`src/logic/vsca_consts.svh`:
```
/*
 * Constants of the vector saturated-add and all-lanes compare slice:
 * instruction field positions, opcodes, lane and data widths.
 * Assumes it is included by bare name from the slice's design files.
 */
`ifndef VSCA_CONSTS_SVH
`define VSCA_CONSTS_SVH

`define VSCA_DATA_W 64
`define VSCA_WORD_W 32
`define VSCA_IDX_W 5
`define VSCA_BYTE_W 8
`define VSCA_HALF_W 16

`define VSCA_PRIMARY_MSB 31
`define VSCA_PRIMARY_LSB 26
`define VSCA_DEST_MSB 25
`define VSCA_DEST_LSB 21
`define VSCA_SRC_A_MSB 20
`define VSCA_SRC_A_LSB 16
`define VSCA_SRC_B_MSB 15
`define VSCA_SRC_B_LSB 11
`define VSCA_MINOR_MSB 7
`define VSCA_MINOR_LSB 0

`define VSCA_PRIMARY_OP 6'h0A
`define VSCA_MINOR_ADDUS_B 8'h36
`define VSCA_MINOR_ADDUS_H 8'h37
`define VSCA_MINOR_EQ_B 8'h10
`define VSCA_MINOR_EQ_H 8'h11
`define VSCA_MINOR_GE_B 8'h12
`define VSCA_MINOR_GE_H 8'h13
`define VSCA_MINOR_GT_B 8'h14
`define VSCA_MINOR_GT_H 8'h15
`define VSCA_MINOR_LE_B 8'h16
`define VSCA_MINOR_LE_H 8'h17

`define VSCA_DATA_RESET 64'h0000_0000_0000_0000
`define VSCA_IDX_RESET 5'h00

`endif

```
`src/logic/vsca_pkg.sv`:
```
/*
 * Types shared by the vector saturated-add and all-lanes compare slice.
 * Assumes vsca_consts.svh is on the include path.
 */
`include "vsca_consts.svh"

package vsca_pkg;
    typedef logic [`VSCA_WORD_W-1:0] vsca_word_type;
    typedef logic [`VSCA_DATA_W-1:0] vsca_data_type;
    typedef logic [`VSCA_IDX_W-1:0] vsca_idx_type;

    typedef enum logic [3:0] {
        VSCA_OP_NONE     = 4'h0,
        VSCA_OP_ADDUS_B  = 4'h1,
        VSCA_OP_ADDUS_H  = 4'h2,
        VSCA_OP_EQ_B     = 4'h3,
        VSCA_OP_EQ_H     = 4'h4,
        VSCA_OP_GE_B     = 4'h5,
        VSCA_OP_GE_H     = 4'h6,
        VSCA_OP_GT_B     = 4'h7,
        VSCA_OP_GT_H     = 4'h8,
        VSCA_OP_LE_B     = 4'h9,
        VSCA_OP_LE_H     = 4'hA
    } vsca_op_type;
endpackage

```
`src/logic/vsca_lane_unit.sv`:
```
/*
 * Per-lane unsigned saturating adder and comparator for one lane width.
 * Assumes purely combinational use inside the slice; no clock.
 */
`timescale 1ns/1ps

module vsca_lane_unit #(
    parameter int DATA_W = 64,
    parameter int LANE_W = 8
) (
    input wire logic [DATA_W-1:0] a_i,
    input wire logic [DATA_W-1:0] b_i,
    output logic [DATA_W-1:0] sat_sum_o,
    output logic [DATA_W/LANE_W-1:0] eq_o,
    output logic [DATA_W/LANE_W-1:0] gt_o
);
    localparam int LANES = DATA_W / LANE_W;

    genvar g;
    generate
        for (g = 0; g < LANES; g++) begin : g_lane
            logic [LANE_W:0] sum;
            logic [LANE_W-1:0] a_lane;
            logic [LANE_W-1:0] b_lane;
            assign a_lane = a_i[g*LANE_W +: LANE_W];
            assign b_lane = b_i[g*LANE_W +: LANE_W];
            // carry out of the lane means the unsigned maximum was passed
            assign sum = {1'b0, a_lane} + {1'b0, b_lane};
            assign sat_sum_o[g*LANE_W +: LANE_W] = sum[LANE_W] ? {LANE_W{1'b1}} :
                sum[LANE_W-1:0];
            assign eq_o[g] = (a_lane == b_lane);
            assign gt_o[g] = (a_lane > b_lane);
        end
    endgenerate
endmodule

```
`src/logic/vsca_alu.sv`:
```
/*
 * 64-bit packed-vector slice: unsigned saturated add of byte and half-word
 * lanes and the all-lanes compare group. Assumes the register file reads
 * combinationally on the source indices and accepts one write per cycle.
 */
// What this block does
// - byte saturated add: eight 8-bit lanes, each sum clamped to 0xFF
// - half-word saturated add, minor opcode 0x37: four lanes clamped to 0xFFFF
// - fields from top: 6-bit primary 0xa, dest, src1, src2, 3 reserved, 8-bit minor
// - byte all-equal, minor 0x10: flag set only if all eight lanes match
// - half-word all-equal, minor 0x11: flag set only if all four lanes match
// - every compare writes its flag into all 64 destination bits
// - byte all-at-least, minor 0x12: every first lane >= second lane
// - half-word all-at-least: every first lane >= second lane
// - byte all-above, minor 0x14: every first lane > second lane
// - half-word all-above, minor 0x15: every first lane > second lane
// - byte all-at-most, minor 0x16: every first lane <= second lane
// - half-word all-at-most, minor 0x17: every first lane <= second lane
`timescale 1ns/1ps
`include "vsca_consts.svh"

module vsca_alu #(
    parameter int DATA_W = `VSCA_DATA_W
) (
    input wire logic mclk_i,
    input wire logic rst_n_i,
    input wire logic issue_valid_i,
    input wire vsca_pkg::vsca_word_type issue_word_i,
    input wire vsca_pkg::vsca_data_type first_source_reg_i,
    input wire vsca_pkg::vsca_data_type second_source_reg_i,
    output logic issue_accept_o,
    output vsca_pkg::vsca_idx_type first_source_idx_o,
    output vsca_pkg::vsca_idx_type second_source_idx_o,
    output logic gpr_we_o,
    output vsca_pkg::vsca_idx_type gpr_wr_idx_o,
    output vsca_pkg::vsca_data_type gpr_wr_data_o,
    output logic cmp_flag_we_o,
    output logic cmp_flag_o
);
    import vsca_pkg::*;

    localparam int BYTE_LANES = DATA_W / `VSCA_BYTE_W;
    localparam int HALF_LANES = DATA_W / `VSCA_HALF_W;

    // instruction decode, shared by the datapath and the checks below
    function automatic vsca_op_type decode_op(input vsca_word_type word);
        vsca_op_type op;
        op = VSCA_OP_NONE;
        if (word[`VSCA_PRIMARY_MSB:`VSCA_PRIMARY_LSB] == `VSCA_PRIMARY_OP) begin
            case (word[`VSCA_MINOR_MSB:`VSCA_MINOR_LSB])
                `VSCA_MINOR_ADDUS_B: op = VSCA_OP_ADDUS_B;
                `VSCA_MINOR_ADDUS_H: op = VSCA_OP_ADDUS_H;
                `VSCA_MINOR_EQ_B: op = VSCA_OP_EQ_B;
                `VSCA_MINOR_EQ_H: op = VSCA_OP_EQ_H;
                `VSCA_MINOR_GE_B: op = VSCA_OP_GE_B;
                `VSCA_MINOR_GE_H: op = VSCA_OP_GE_H;
                `VSCA_MINOR_GT_B: op = VSCA_OP_GT_B;
                `VSCA_MINOR_GT_H: op = VSCA_OP_GT_H;
                `VSCA_MINOR_LE_B: op = VSCA_OP_LE_B;
                `VSCA_MINOR_LE_H: op = VSCA_OP_LE_H;
                default: op = VSCA_OP_NONE;
            endcase
        end
        return op;
    endfunction

    function automatic logic is_compare(input vsca_op_type op);
        return (op != VSCA_OP_NONE) && (op != VSCA_OP_ADDUS_B) &&
            (op != VSCA_OP_ADDUS_H);
    endfunction

    vsca_op_type cur_op;
    logic take;
    logic [DATA_W-1:0] byte_sum;
    logic [DATA_W-1:0] half_sum;
    logic [BYTE_LANES-1:0] byte_eq;
    logic [BYTE_LANES-1:0] byte_gt;
    logic [HALF_LANES-1:0] half_eq;
    logic [HALF_LANES-1:0] half_gt;
    logic flag_calc;

    logic gpr_we_ff;
    logic nxt_gpr_we;
    vsca_idx_type gpr_wr_idx_ff;
    vsca_idx_type nxt_gpr_wr_idx;
    vsca_data_type gpr_wr_data_ff;
    vsca_data_type nxt_gpr_wr_data;
    logic cmp_flag_we_ff;
    logic nxt_cmp_flag_we;
    logic cmp_flag_ff;
    logic nxt_cmp_flag;

    assign cur_op = issue_valid_i ? decode_op(issue_word_i) : VSCA_OP_NONE;
    assign take = (cur_op != VSCA_OP_NONE);
    // reserved bits 10:8 are not looked at; any encoding there is accepted
    assign issue_accept_o = take;
    assign first_source_idx_o = issue_word_i[`VSCA_SRC_A_MSB:`VSCA_SRC_A_LSB];
    assign second_source_idx_o = issue_word_i[`VSCA_SRC_B_MSB:`VSCA_SRC_B_LSB];

    vsca_lane_unit #(
        .DATA_W(DATA_W),
        .LANE_W(`VSCA_BYTE_W)
    ) u_byte_lanes (
        .a_i(first_source_reg_i),
        .b_i(second_source_reg_i),
        .sat_sum_o(byte_sum),
        .eq_o(byte_eq),
        .gt_o(byte_gt)
    );

    vsca_lane_unit #(
        .DATA_W(DATA_W),
        .LANE_W(`VSCA_HALF_W)
    ) u_half_lanes (
        .a_i(first_source_reg_i),
        .b_i(second_source_reg_i),
        .sat_sum_o(half_sum),
        .eq_o(half_eq),
        .gt_o(half_gt)
    );

    // at-least is the lane-wise or of equal and above; at-most is not above
    always_comb begin
        case (cur_op)
            VSCA_OP_EQ_B: flag_calc = &byte_eq;
            VSCA_OP_EQ_H: flag_calc = &half_eq;
            VSCA_OP_GE_B: flag_calc = &(byte_eq | byte_gt);
            VSCA_OP_GE_H: flag_calc = &(half_eq | half_gt);
            VSCA_OP_GT_B: flag_calc = &byte_gt;
            VSCA_OP_GT_H: flag_calc = &half_gt;
            VSCA_OP_LE_B: flag_calc = &(~byte_gt);
            VSCA_OP_LE_H: flag_calc = &(~half_gt);
            default: flag_calc = 1'b0;
        endcase
    end

    // result stage: one cycle from issue to register-file write
    always_comb begin
        nxt_gpr_we = take;
        nxt_gpr_wr_idx = gpr_wr_idx_ff;
        nxt_gpr_wr_data = gpr_wr_data_ff;
        nxt_cmp_flag_we = 1'b0;
        // flag holds between compares; adds leave it alone
        nxt_cmp_flag = cmp_flag_ff;
        if (take) begin
            nxt_gpr_wr_idx = issue_word_i[`VSCA_DEST_MSB:`VSCA_DEST_LSB];
        end
        case (cur_op)
            VSCA_OP_ADDUS_B: nxt_gpr_wr_data = byte_sum;
            VSCA_OP_ADDUS_H: nxt_gpr_wr_data = half_sum;
            default: begin
                if (is_compare(cur_op)) begin
                    nxt_cmp_flag_we = 1'b1;
                    nxt_cmp_flag = flag_calc;
                    nxt_gpr_wr_data = {DATA_W{flag_calc}};
                end
            end
        endcase
    end

    always_ff @(posedge mclk_i or negedge rst_n_i) begin
        if (!rst_n_i) begin
            gpr_we_ff <= 1'b0;
            gpr_wr_idx_ff <= `VSCA_IDX_RESET;
            gpr_wr_data_ff <= `VSCA_DATA_RESET;
            cmp_flag_we_ff <= 1'b0;
            cmp_flag_ff <= 1'b0;
        end else begin
            gpr_we_ff <= nxt_gpr_we;
            gpr_wr_idx_ff <= nxt_gpr_wr_idx;
            gpr_wr_data_ff <= nxt_gpr_wr_data;
            cmp_flag_we_ff <= nxt_cmp_flag_we;
            cmp_flag_ff <= nxt_cmp_flag;
        end
    end

    // no exception or overflow port exists; saturation is silent
    assign gpr_we_o = gpr_we_ff;
    assign gpr_wr_idx_o = gpr_wr_idx_ff;
    assign gpr_wr_data_o = gpr_wr_data_ff;
    assign cmp_flag_we_o = cmp_flag_we_ff;
    assign cmp_flag_o = cmp_flag_ff;

    // independent lane sums for the checks, top byte and bottom half-word
    logic [8:0] chk_byte_sum;
    logic [16:0] chk_half_sum;
    assign chk_byte_sum = {1'b0, first_source_reg_i[63:56]} +
        {1'b0, second_source_reg_i[63:56]};
    assign chk_half_sum = {1'b0, first_source_reg_i[15:0]} +
        {1'b0, second_source_reg_i[15:0]};
endmodule

```
`config.mk`:
```
export PLATFORM = sky130hd
export DESIGN_NAME = vsca_alu
export DESIGN_NICKNAME = d
export VERILOG_FILES = /design/src/logic/vsca_pkg.sv /design/src/logic/vsca_lane_unit.sv /design/src/logic/vsca_alu.sv
export VERILOG_INCLUDE_DIRS = /design/src /design/src/logic
export SDC_FILE = /design/constraint.sdc
export NUM_CORES = 1
export LEC_CHECK = 0
export ABC_AREA = 1
export BUFFER_PORTS_ARGS = -buffer_cell sky130_fd_sc_hd__buf_2
export CAP_MARGIN = 5
export CORE_AREA = 10 10 158 160
export CTS_CLUSTER_DIAMETER = 30
export DETAILED_ROUTE_END_ITERATION = 8
export DIE_AREA = 0 0 168 170
export PLACE_DENSITY = 0.74
export SLEW_MARGIN = 25
export SYNTH_ARGS = -nofsm -noshare
export SYNTH_HDL_FRONTEND = slang
export SYNTH_SLANG_ARGS = --single-unit
export TNS_END_PERCENT = 1
```
`constraint.sdc`:
```
create_clock -name mclk_i -period 1.7 [get_ports mclk_i]
set_input_delay 0.085 -clock mclk_i [delete_from_list [all_inputs] [get_ports mclk_i]]
set_output_delay 0.085 -clock mclk_i [all_outputs]
set_load 0.05 [all_outputs]
```
# After elaboration in Yosys (flattened, before gate mapping)
# Index checks and enable logic that the tools add are counted.
# totals
inputBits	163
elab_cells	103
regBits	72
output_inout_bits	83
# op_classes
n_addsub	12
order_cmp	12
reduce_logical	14
n_mux	20
bitwise	5
n_eq_ne	35
# op_table
cell	n
64-bit case mux with 2 select lines	1
8-bit by 8-bit adder with 9-bit output	8
16-bit by 16-bit adder with 17-bit output	4
16-bit equality test	4
8-bit by 5-bit equality test with 1-bit output, second input constant	8
8-bit equality test	8
16-bit greater-than comparator	4
8-bit greater-than comparator	8
16-bit 2-to-1 mux	4
64-bit 2-to-1 mux	1
8-bit 2-to-1 mux	8
4-bit case mux with 10 select lines	1
8-bit AND reduction	4
4-bit by 3-bit equality test with 1-bit output, second input constant	4
8-bit by 6-bit equality test with 1-bit output, second input constant	2
4-bit AND reduction	4
4-bit equality test, second input constant	3
4-bit by 2-bit equality test with 1-bit output, second input constant	2
4-bit 2-to-1 mux	2
8-bit NOT	1
8-bit OR	1
1-bit case mux with 8 select lines	1
6-bit by 4-bit equality test with 1-bit output, second input constant	1
4-bit by 1-bit equality test with 1-bit output, second input constant	1
11 further kinds	13

# Longest topological paths before layout
# Gate-level depths: netlist of the first run.
# logic_depth
ltp_word	9
depth_mapped	20

# Hierarchy
# Synthesis of the first run repeated with hierarchy kept, for this count alone.
# unflattened
cells_unflattened	2770
area_unflattened_um2	16494.6
# by_module_without_submodules
module	n_inst	cells_each	area_each_um2
vsca_lane_unit (u_half_lanes)	1	1087	5860.6
vsca_alu	1	843	5589.1
vsca_lane_unit (u_byte_lanes)	1	840	5044.8

# Worst setup path before layout of the first run
# No wires, ideal clock.
# synth_path
kind	input to register
start	input port first_source_reg_i[48]
end	register gpr_wr_data_ff[58] (netlist: gpr_wr_data_o[58])
setup_slack_ns	-0.375
cell_stages	16
t_arrival_ns	1.945
path_cell_list	ha_1 inv_1 fa_1 nor2_1 inv_1 o21ai_0 nand2_1 nand2_1 buf_2 nand2_1 nand2_1 nand2_1 a21oi_1 nor2_1 nor2_1 nand4_1
# synth_between
elab_chain_cells	6
word_cells_on_any_way	21
classes_between	1 x add/sub; 2 x order compare; 2 x eq/ne; 4 x mux; 4 x bitwise; 8 x reduce/logical
# synth_lines
element	line	rtl
from (decl)	vsca_alu.sv:29	input wire vsca_pkg::vsca_data_type first_source_reg_i,
16-bit greater-than comparator, or another cell as far along	vsca_lane_unit.sv:32	assign gt_o[g] = (a_lane > b_lane);
4-bit OR, or another cell as far along	vsca_alu.sv:128	VSCA_OP_GE_H: flag_calc = &(half_eq | half_gt);
4-bit AND reduction, or another cell as far along	vsca_alu.sv:128	
1-bit case mux with 8 select lines	vsca_alu.sv:124	case (cur_op)
64-bit 2-to-1 mux	vsca_alu.sv:152	if (is_compare(cur_op)) begin
64-bit case mux with 2 select lines *	vsca_alu.sv:148	case (cur_op)
to (signal assigned)	vsca_alu.sv:165	gpr_wr_data_ff <= `VSCA_DATA_RESET;
to (signal assigned)	vsca_alu.sv:171	gpr_wr_data_ff <= nxt_gpr_wr_data;
to (decl)	vsca_alu.sv:86	vsca_data_type gpr_wr_data_ff;
# Every way passes the cells marked *; elsewhere a longest branch is shown, timed or not. The select of a mux whose other input is x is not followed.
# A chain may end at the register's enable or synchronous reset.

# Worst setup path after layout of the first run
# layout_path
start	input port first_source_reg_i[24]
end	register gpr_wr_data_ff[0] (netlist: gpr_wr_data_o[0])
# layout_between
elab_chain_cells	6
word_cells_on_any_way	19
classes_between	2 x order compare; 2 x eq/ne; 3 x mux; 4 x bitwise; 8 x reduce/logical
# layout_lines
element	line
16-bit greater-than comparator, or another cell as far along	vsca_lane_unit.sv:32
4-bit OR, or another cell as far along	vsca_alu.sv:128
4-bit AND reduction, or another cell as far along	vsca_alu.sv:128
1-bit case mux with 8 select lines *	vsca_alu.sv:124
64-bit 2-to-1 mux *	vsca_alu.sv:152
64-bit case mux with 2 select lines *	vsca_alu.sv:148
# Marked as above.

==> results of run 1 <==
stage by stage:
stage	hold WS (ps)	instance area (sq um)	util	total power, mW
after global routing	113	16500	0.760	8.32
after CTS	99.7	15700	0.723	7.52
after global placement	21.9	15000	0.693	5.43
after detailed placement	34.0	15000	0.693	5.50
after floorplan	-211	10700	-	3.76
final	115	16500	0.760	7.82
worst max-delay path by stage:
stage / startpoint / end / slack, ps
finish: first_source_reg_i[24] / gpr_wr_data_o[0] / -160
global route: second_source_reg_i[37] / gpr_wr_data_o[39] / -320
CTS: second_source_reg_i[5] / gpr_wr_data_o[32] / -90
detailed placement: second_source_reg_i[9] / gpr_wr_data_o[13] / -650
global placement: second_source_reg_i[9] / gpr_wr_data_o[31] / -610
floorplan: first_source_reg_i[48] / gpr_wr_data_o[58] / -160
power by group through the flow:
stage	Sequential, mW	Combinational, mW	Clock (mW)
6_report	1.76	4.11	1.95
5_1_grt	1.76	4.54	2.01
3_5_place_dp	1.79	3.71	0
3_3_place_gp	1.79	3.63	0
2_1_floorplan	1.89	1.88	0
4_1_cts	1.76	3.81	1.95
worst max-delay path, delay by kind of cell:
| family | cells | cell delay [ps] |
|---|---|---|
| buffers and inverters | 6 | 640 |
| AND/OR/NAND/NOR | 11 | 1020 |
| adder cells (fa/ha/maj) | 1 | 310 |
flip-flops by register name, summed over array words and instances (netlist names):
| signal | count |
|---|---|
| cmp_flag_o | 1 |
| cmp_flag_we_o | 1 |
| gpr_wr_idx_o | 5 |
| gpr_we_o | 1 |
| gpr_wr_data_o | 64 |
layer usage:
metal	vias up	GRT usage	part of all wire
met3	85	0.0442	0.067
met5	-	0	0
met4	0	0.0814	0.032
met1	6127	0.296	0.41
met2	490	0.448	0.49
li1	6839	-	-
synth_stat cells, types with 6 or more instances:
master                     number  area (sq um)
sky130_fd_sc_hd__xor2_1        34           298
sky130_fd_sc_hd__nand3_1       81           405
sky130_fd_sc_hd__nor3_1        32           160
sky130_fd_sc_hd__inv_1        331          1240
sky130_fd_sc_hd__clkbuf_1      10          37.5
sky130_fd_sc_hd__nand4_1       73           457
sky130_fd_sc_hd__dfrtp_1       72          1800
sky130_fd_sc_hd__ha_1         132          1650
sky130_fd_sc_hd__o21ai_1       13          65.1
sky130_fd_sc_hd__inv_2          9          33.8
sky130_fd_sc_hd__o21bai_1      10          75.1
sky130_fd_sc_hd__a21oi_1      120           601
sky130_fd_sc_hd__buf_4         15           113
sky130_fd_sc_hd__o21ai_0       88           440
sky130_fd_sc_hd__buf_2         20           100
sky130_fd_sc_hd__buf_6          7          78.8
sky130_fd_sc_hd__nor2_1       249           935
sky130_fd_sc_hd__nand2_1      439          1650
sky130_fd_sc_hd__nor2_2         6          37.5
sky130_fd_sc_hd__fa_1           8           160
cells by family (layout without fill, tap and decap cells):
logic type	count (synthesis)	after routing	share of synthesized area
buffers and inverters	395	1004	0.151
DFF	72	72	0.168
xor gates and xnor gates	35	35	0.0287
adders and majority gates	140	140	0.169
and+or+nand+nor	902	902	0.359
AOI/OAI and AO/OA	249	249	0.123
final cells by class:
cell class                 instances  share of cell area
inverter                         341              0.0781
clock inverter                     7             0.00471
multi-input combinational       1326               0.486
clock buffer                       9              0.0137
sequential                        72               0.109
tap                              280              0.0213
timing repair buffer             647               0.287
what timing repair did:
action	4_1_cts	5_1_grt
setup endpoints to repair	65	65
hold buffers	6	0
buffers inserted	3	9
gates resized for setup	52	126
pin swaps	5	51
hold endpoints to repair	32	0
gates cloned	2	7
==> results.md, run 1 <==
* Summed instance area of the synthesized netlist at 0.0107 sq mm
* Number of remaining DRC errors at 0
* Combined flip-flop and latch cell area at 0.00180 sq mm
* Number of nets with antenna violations after detailed routing at 0
* Part of the power in combinational logic at 0.526
* Hold Path Origin: issue_word_i[0]
* Final standard cell count with taps included and fillers excluded at 2,682
* Commonest non-fill, non-tap cells in the layout: sky130_fd_sc_hd__nand2_1 (388), sky130_fd_sc_hd__buf_4 (387), sky130_fd_sc_hd__inv_1 (313), sky130_fd_sc_hd__nor2_1 (239), sky130_fd_sc_hd__buf_2 (217)
* WHS Endpoint: cmp_flag_we_o
* Core Box Area at 0.0217 sq mm
* Startpoint type of the worst setup path: primary input
* Cell with the most instances on the worst path: sky130_fd_sc_hd__nand2_1
* Setup total negative slack at -8180 ps
* Die Area at 0.0286 sq mm
* Number of global-route vias before repair at 13,347
* Global router's overall resource usage at 0.250
* Minimum setup slack in the final design at -159 ps
* Synthesized netlist net count at 2,096
* Internal reg-to-reg setup slack at 950 ps
* Category of the most critical setup path: primary input to register
* Sequential fraction of the synthesis area at 0.168
* P_int at 4.77 mW
* Flop pwr share at 0.225
* Fin crit share at 1.09
* Worst Clk Skew at 0 ps
* Most frequent standard cell in the layout excluding fill and tap cells: sky130_fd_sc_hd__nand2_1
* Worst slack at placement at -645 ps
* Max Cap Violations at 0
* Cell Count Post-Placement at 2,639
* Kind of capture point of the worst setup path: register
* Number of diodes added for antenna fixing at 0
* Worst max-slew margin expressed relative to the limit at 0.736
* Post-detail-place hpwl at 30.9 mm
* Routability-driven placement congestion ratio at 0.944
* Unrepaired setup endpoints after global routing: yes
* Actual transition at the worst max-transition pin at 392 ps
* Port-buffer cells at 222
* TritonCTS Buffers at 9
* LEAKAGE at 9.82 nW
* Nets at 2,700
* WHS Path Cells at 3
* Level count of the clock H-tree at 3
* Buffers from clock root to sink, at most at 2
* Via density per instance at 5.05
* Worst IR drop on VDD at 451 uV
* Clock root buffer: sky130_fd_sc_hd__clkbuf_16
* Routed via count at 13,541
* Insertion delay of the later-clocked pin in the worst-skew pair at 340 ps
* Timing-limited maximum frequency at 0.538 GHz
* Highest-delay cell along the critical path: sky130_fd_sc_hd__ha_1
* Total net switching power at 3.05 mW
* Gate count of the mapped netlist at 1,793
* Clock Sinks at 72
* Number of top-level design ports at 246
* Final setup violating endpoints at 65
* Class of the tightest hold or removal check: primary input to register
* Synthesized area per cell at 5.97 sq um
* Number of enable flip-flop cells after synthesis at 0
* Number of distinct standard cells referenced by the synthesized netlist at 41
* Clock tree from TritonCTS: done
* Wirelength, routed at 39.5 mm
* Violated checks: setup timing
* Cell-by-cell listing of the critical path: buf_2, inv_1, ha_1, inv_1, nor3_4, nand2_2, inv_2, nand2_1, nand2_1, nand2_1, nand2_1, nor2_1, nand2_1, nand2_2, nor2_4, buf_6, clkbuf_16, nand4_1
* Pin count of the biggest net entering global routing at 46
* Switching share of power at 0.390
* Die Y-Extent at 170 microns
* Number of rows created at floorplan at 54
* Cell count of the worst reg-to-reg path at 2
* Reg2Reg Launch Point: gpr_wr_data_o[55]
* Number of antenna violations at the first check in global routing at 0
* Initial Util at 0.493
* Aggregate global routing overflow at 0
* FFs w/ async S/R, synth at 1.00
* Count of endpoints failing hold in the final timing report at 0
* Clock slew at reported path FFs at 60 ps
* Global-route wire length before repair at 61.2 mm
* Count of yosys warnings during synthesis at 0
* Initial DRT Pass Iterations at 5
* Outcome: finished, violations left
* Crit-path max FO at 5
* Crit Reg-Reg Endpoint: gpr_wr_data_o[55]
* Detailed Route Iter0 Violations at 960
* Post-detailed-route wirelength per cell at 14.7 microns
* Growth of design area from synthesis to finish at 54.1%
* Arr. time, crit path at 2080 ps
* Multi-input logic area at 0.00801 sq mm
* Synth Register Bits at 72
* Max-slew violations at 0
* Relative contribution of the clock network to total power at 0.249
* Most instantiated flip-flop cell in the synthesis netlist: sky130_fd_sc_hd__dfrtp_1
* Required time of the worst setup path at 1920 ps
* Pwr Density at 475 mW/mm^2
* Largest stage delay on the critical path at 310 ps
* Layout cell share with drive strength beyond 1 at 0.346
* Die X at 168 microns
* Total of fill cells in the finished design at 1,712
* Final critical-path required period at 1860 ps
Power figures use the tool's default switching activity.
==> run 2, diff against run 1 <==
--- a/config.mk
+++ b/config.mk
@@ -6,14 +6,13 @@
 export SDC_FILE = /design/constraint.sdc
 export NUM_CORES = 1
 export LEC_CHECK = 0
-export ABC_AREA = 1
 export BUFFER_PORTS_ARGS = -buffer_cell sky130_fd_sc_hd__buf_2
 export CAP_MARGIN = 5
-export CORE_AREA = 10 10 158 160
+export CORE_AREA = 10 10 147 149
 export CTS_CLUSTER_DIAMETER = 30
 export DETAILED_ROUTE_END_ITERATION = 8
-export DIE_AREA = 0 0 168 170
-export PLACE_DENSITY = 0.74
+export DIE_AREA = 0 0 157 159
+export PLACE_DENSITY = 0.76
 export SLEW_MARGIN = 25
 export SYNTH_ARGS = -nofsm -noshare
 export SYNTH_HDL_FRONTEND = slang
==> run 2 against run 1 <==
  * Critical path depth decreased by 9
  * Largest cell class unchanged
  * Clock skew did not move
  * Global-route usage increased by 0.73 points
  * Core utilization is 1.2 points lower
  * Design area is 16% lower
  * The flow still finishes with violations (setup timing)
  * Power fell by 9.6%
  * Maximum frequency decreased by 28%
  * Die area is 13% lower
==> results.md, run 2 <==
* FFs w/ async S/R, synth at 1.00
* Cell-by-cell listing of the critical path: buf_6, or4b_4, or4_4, or4_4, or3b_4, o31ai_4, a311oi_4, and4_4, nand2_1
* Minimum setup slack in the final design at -889 ps
* Via density per instance at 5.54
* Number of rows created at floorplan at 50
* Detailed Route Iter0 Violations at 819
* Max-slew violations at 0
* Startpoint type of the worst setup path: primary input
* Number of nets with antenna violations after detailed routing at 0
* Post-detail-place hpwl at 27.3 mm
* Level count of the clock H-tree at 3
* Number of enable flip-flop cells after synthesis at 0
* Sequential fraction of the synthesis area at 0.196
* Arr. time, crit path at 2860 ps
* Class of the tightest hold or removal check: primary input to output port
* Global router's overall resource usage at 0.257
* Total of fill cells in the finished design at 1,408
* Final critical-path required period at 2590 ps
* Initial Util at 0.495
* Worst IR drop on VDD at 409 uV
* Clock Sinks at 72
* Count of endpoints failing hold in the final timing report at 0
* Tot Pwr at 7.07 mW
* Die X at 157 microns
* Required time of the worst setup path at 1980 ps
* Crit-path max FO at 8
* LEAKAGE at 7.60 nW
* Cell Count Post-Placement at 2,000
* Timing-limited maximum frequency at 0.386 GHz
* Hold slack at 170 ps
* Routed via count at 11,253
* Commonest cells post-synth: sky130_fd_sc_hd__a21oi_1 (153), sky130_fd_sc_hd__inv_1 (133), sky130_fd_sc_hd__ha_1 (132)
* Layout cell share with drive strength beyond 1 at 0.378
* Share of Yosys cell area claimed by the top area cell type at 0.196
* Largest register FFs at 64
* Category of the most critical setup path: primary input to register
* Final setup violating endpoints at 66
* Cell accounting for the most synthesized area: sky130_fd_sc_hd__dfrtp_1
* Unrepaired setup endpoints after global routing: yes
* Worst max-slew margin expressed relative to the limit at 0.457
* Growth of design area from synthesis to finish at 51.1%
* Fin crit share at 1.52
* Most instantiated flip-flop cell in the synthesis netlist: sky130_fd_sc_hd__dfrtp_1
* Final standard cell count with taps included and fillers excluded at 2,031
* Buffers from clock root to sink, at most at 2
* Cell with the most instances on the worst path: sky130_fd_sc_hd__or4_4
* Fraction of the core area covered by cells at the end of the flow at 0.748
* Post-detailed-route wirelength per cell at 16.7 microns
* Highest-delay cell along the critical path: sky130_fd_sc_hd__or4b_4
* Clock root buffer: sky130_fd_sc_hd__clkbuf_16
* Kind of capture point of the worst setup path: register
* Number of distinct standard cells referenced by the synthesized netlist at 67
* Worst Clk Skew at 0 ps
* Nets at 2,094
* Violated checks: setup timing
* Initial DRT Pass Iterations at 5
* Gate count of the mapped netlist at 1,224
* Most frequent standard cell in the layout excluding fill and tap cells: sky130_fd_sc_hd__buf_4
* Clock slew at reported path FFs at 60 ps
* Clock tree from TritonCTS: done
* Number of global-route vias before repair at 11,240
* Pin count of the biggest net entering global routing at 40
* Die Y-Extent at 159 microns
* Cell with the most instances after synthesis: sky130_fd_sc_hd__a21oi_1
* Routability-driven placement congestion ratio at 0.990
* Combined flip-flop and latch cell area at 0.00180 sq mm
* Die Area at 0.0250 sq mm
* Core Box Area at 0.0186 sq mm
* Outcome: finished, violations left
* Aggregate global routing overflow at 0
* Summed instance area of the synthesized netlist at 0.00920 sq mm
* Global-route wire length before repair at 53.8 mm
* Synthesized area per cell at 7.52 sq um
* Insertion delay of the later-clocked pin in the worst-skew pair at 340 ps
* Number of top-level design ports at 246
* Actual transition at the worst max-transition pin at 804 ps
* Largest stage delay on the critical path at 530 ps
* Port-buffer cells at 222
* Commonest non-fill, non-tap cells in the layout: sky130_fd_sc_hd__buf_4 (376), sky130_fd_sc_hd__buf_2 (219), sky130_fd_sc_hd__a21oi_1 (150), sky130_fd_sc_hd__inv_1 (132), sky130_fd_sc_hd__ha_1 (132)
* Synth Register Bits at 72
* Synthesized netlist net count at 1,527
* Top cells by area in the synthesized netlist: sky130_fd_sc_hd__dfrtp_1 (20%), sky130_fd_sc_hd__ha_1 (18%), sky130_fd_sc_hd__a21oi_1 (8.3%), sky130_fd_sc_hd__inv_1 (5.4%), sky130_fd_sc_hd__xnor2_1 (5.3%)
* TritonCTS Buffers at 9
* Multi-input logic area at 0.00684 sq mm
* Pwr Density at 509 mW/mm^2
* Wirelength, routed at 33.9 mm
* Count of yosys warnings during synthesis at 0
* Max Cap Violations at 0
* Number of remaining DRC errors at 0
* Number of antenna violations at the first check in global routing at 2
==> run 2: cell count changes after synthesis, sizes merged, moves of 21 or more <==
cell and delta:
xnor2 +55, nand2 -359, buf -21, nand3 -43, inv -207, clkbuf +29
a21oi +32, nor2 -164, nand4 -47
==> run 2: through the flow <==
stage / TNS [ps] / instance area (sq um) / setup WS [ps]
2_1_floorplan: -81810 / 9220 / -1290
3_3_place_gp: -87240 / 13300 / -1390
3_5_place_dp: -92170 / 13300 / -1480
4_1_cts: -54760 / 13700 / -906
5_1_grt: -57030 / 13900 / -935
6_report: -53490 / 13900 / -889
==> run 2: power by group <==
part	switching [mW]	internal, mW
sequential	0.0156	1.73
clock	0.781	1.14
combinational	1.72	1.69
==> run 2: what timing repair did <==
action | in CTS | in global routing
hold buffers | 6 | 0
resized for setup | 21 | 35
gates cloned | 4 | 3
endpoints found under the setup margin | 66 | 66
setup buffers | 0 | 1
endpoints found under the hold margin | 38 | 0
pin swaps | 9 | 11
==> run 2: critical path, delay by kind of cell <==
family / cells / cell delay [ps]
buffers and inverters: 1 / 90
AOI/OAI and AO/OA: 2 / 350
and+or+nand+nor: 6 / 2330
==> run 2: final cells by class <==
type | instances | share of cell area
inverter | 134 | 0.0365
clock inverter | 6 | 0.00486
antenna | 2 | 0.000360
timing repair buffer | 611 | 0.299
multi-input combinational | 963 | 0.492
clock buffer | 9 | 0.0162
tap | 234 | 0.0211
sequential | 72 | 0.130
==> run 2: kinds of logic (layout without fill, tap and decap cells) <==
family          after synthesis  count (layout)  synth area share
compound gates              384             384             0.256
xor+xnor                     73              73            0.0695
fa+ha+maj                   140             140             0.197
buf+inv                     196             760            0.0885
flops                        72              72             0.196
other cells                   0               2                 0
simple gates                359             366             0.193
==> run 2: final timing paths <==
| path | cells past startpoint | start | slack, ps | endpoint |
|---|---|---|---|---|
| setup / recovery | 9 | issue_word_i[3] | -890 | gpr_wr_data_o[34] |
| hold / removal | 0 | issue_word_i[17] | 170 | first_source_idx_o[1] |
| setup reg to reg | 2 | gpr_wr_data_o[14] | 750 | gpr_wr_data_o[14] |
| hold reg to reg | 2 | gpr_wr_idx_o[1] | 480 | gpr_wr_idx_o[1] |
| max in group asynchronous | 3 | rst_n_i | 890 | gpr_wr_data_o[51] |
| min in group asynchronous | 2 | rst_n_i | 250 | gpr_wr_data_o[38] |
==> run 2: per-layer routing <==
| metal | track usage | part of all wire |
|---|---|---|
| met5 | 0 | 0 |
| met1 | 0.302 | 0.40 |
| met4 | 0.0841 | 0.026 |
| met2 | 0.464 | 0.51 |
| met3 | 0.0370 | 0.072 |
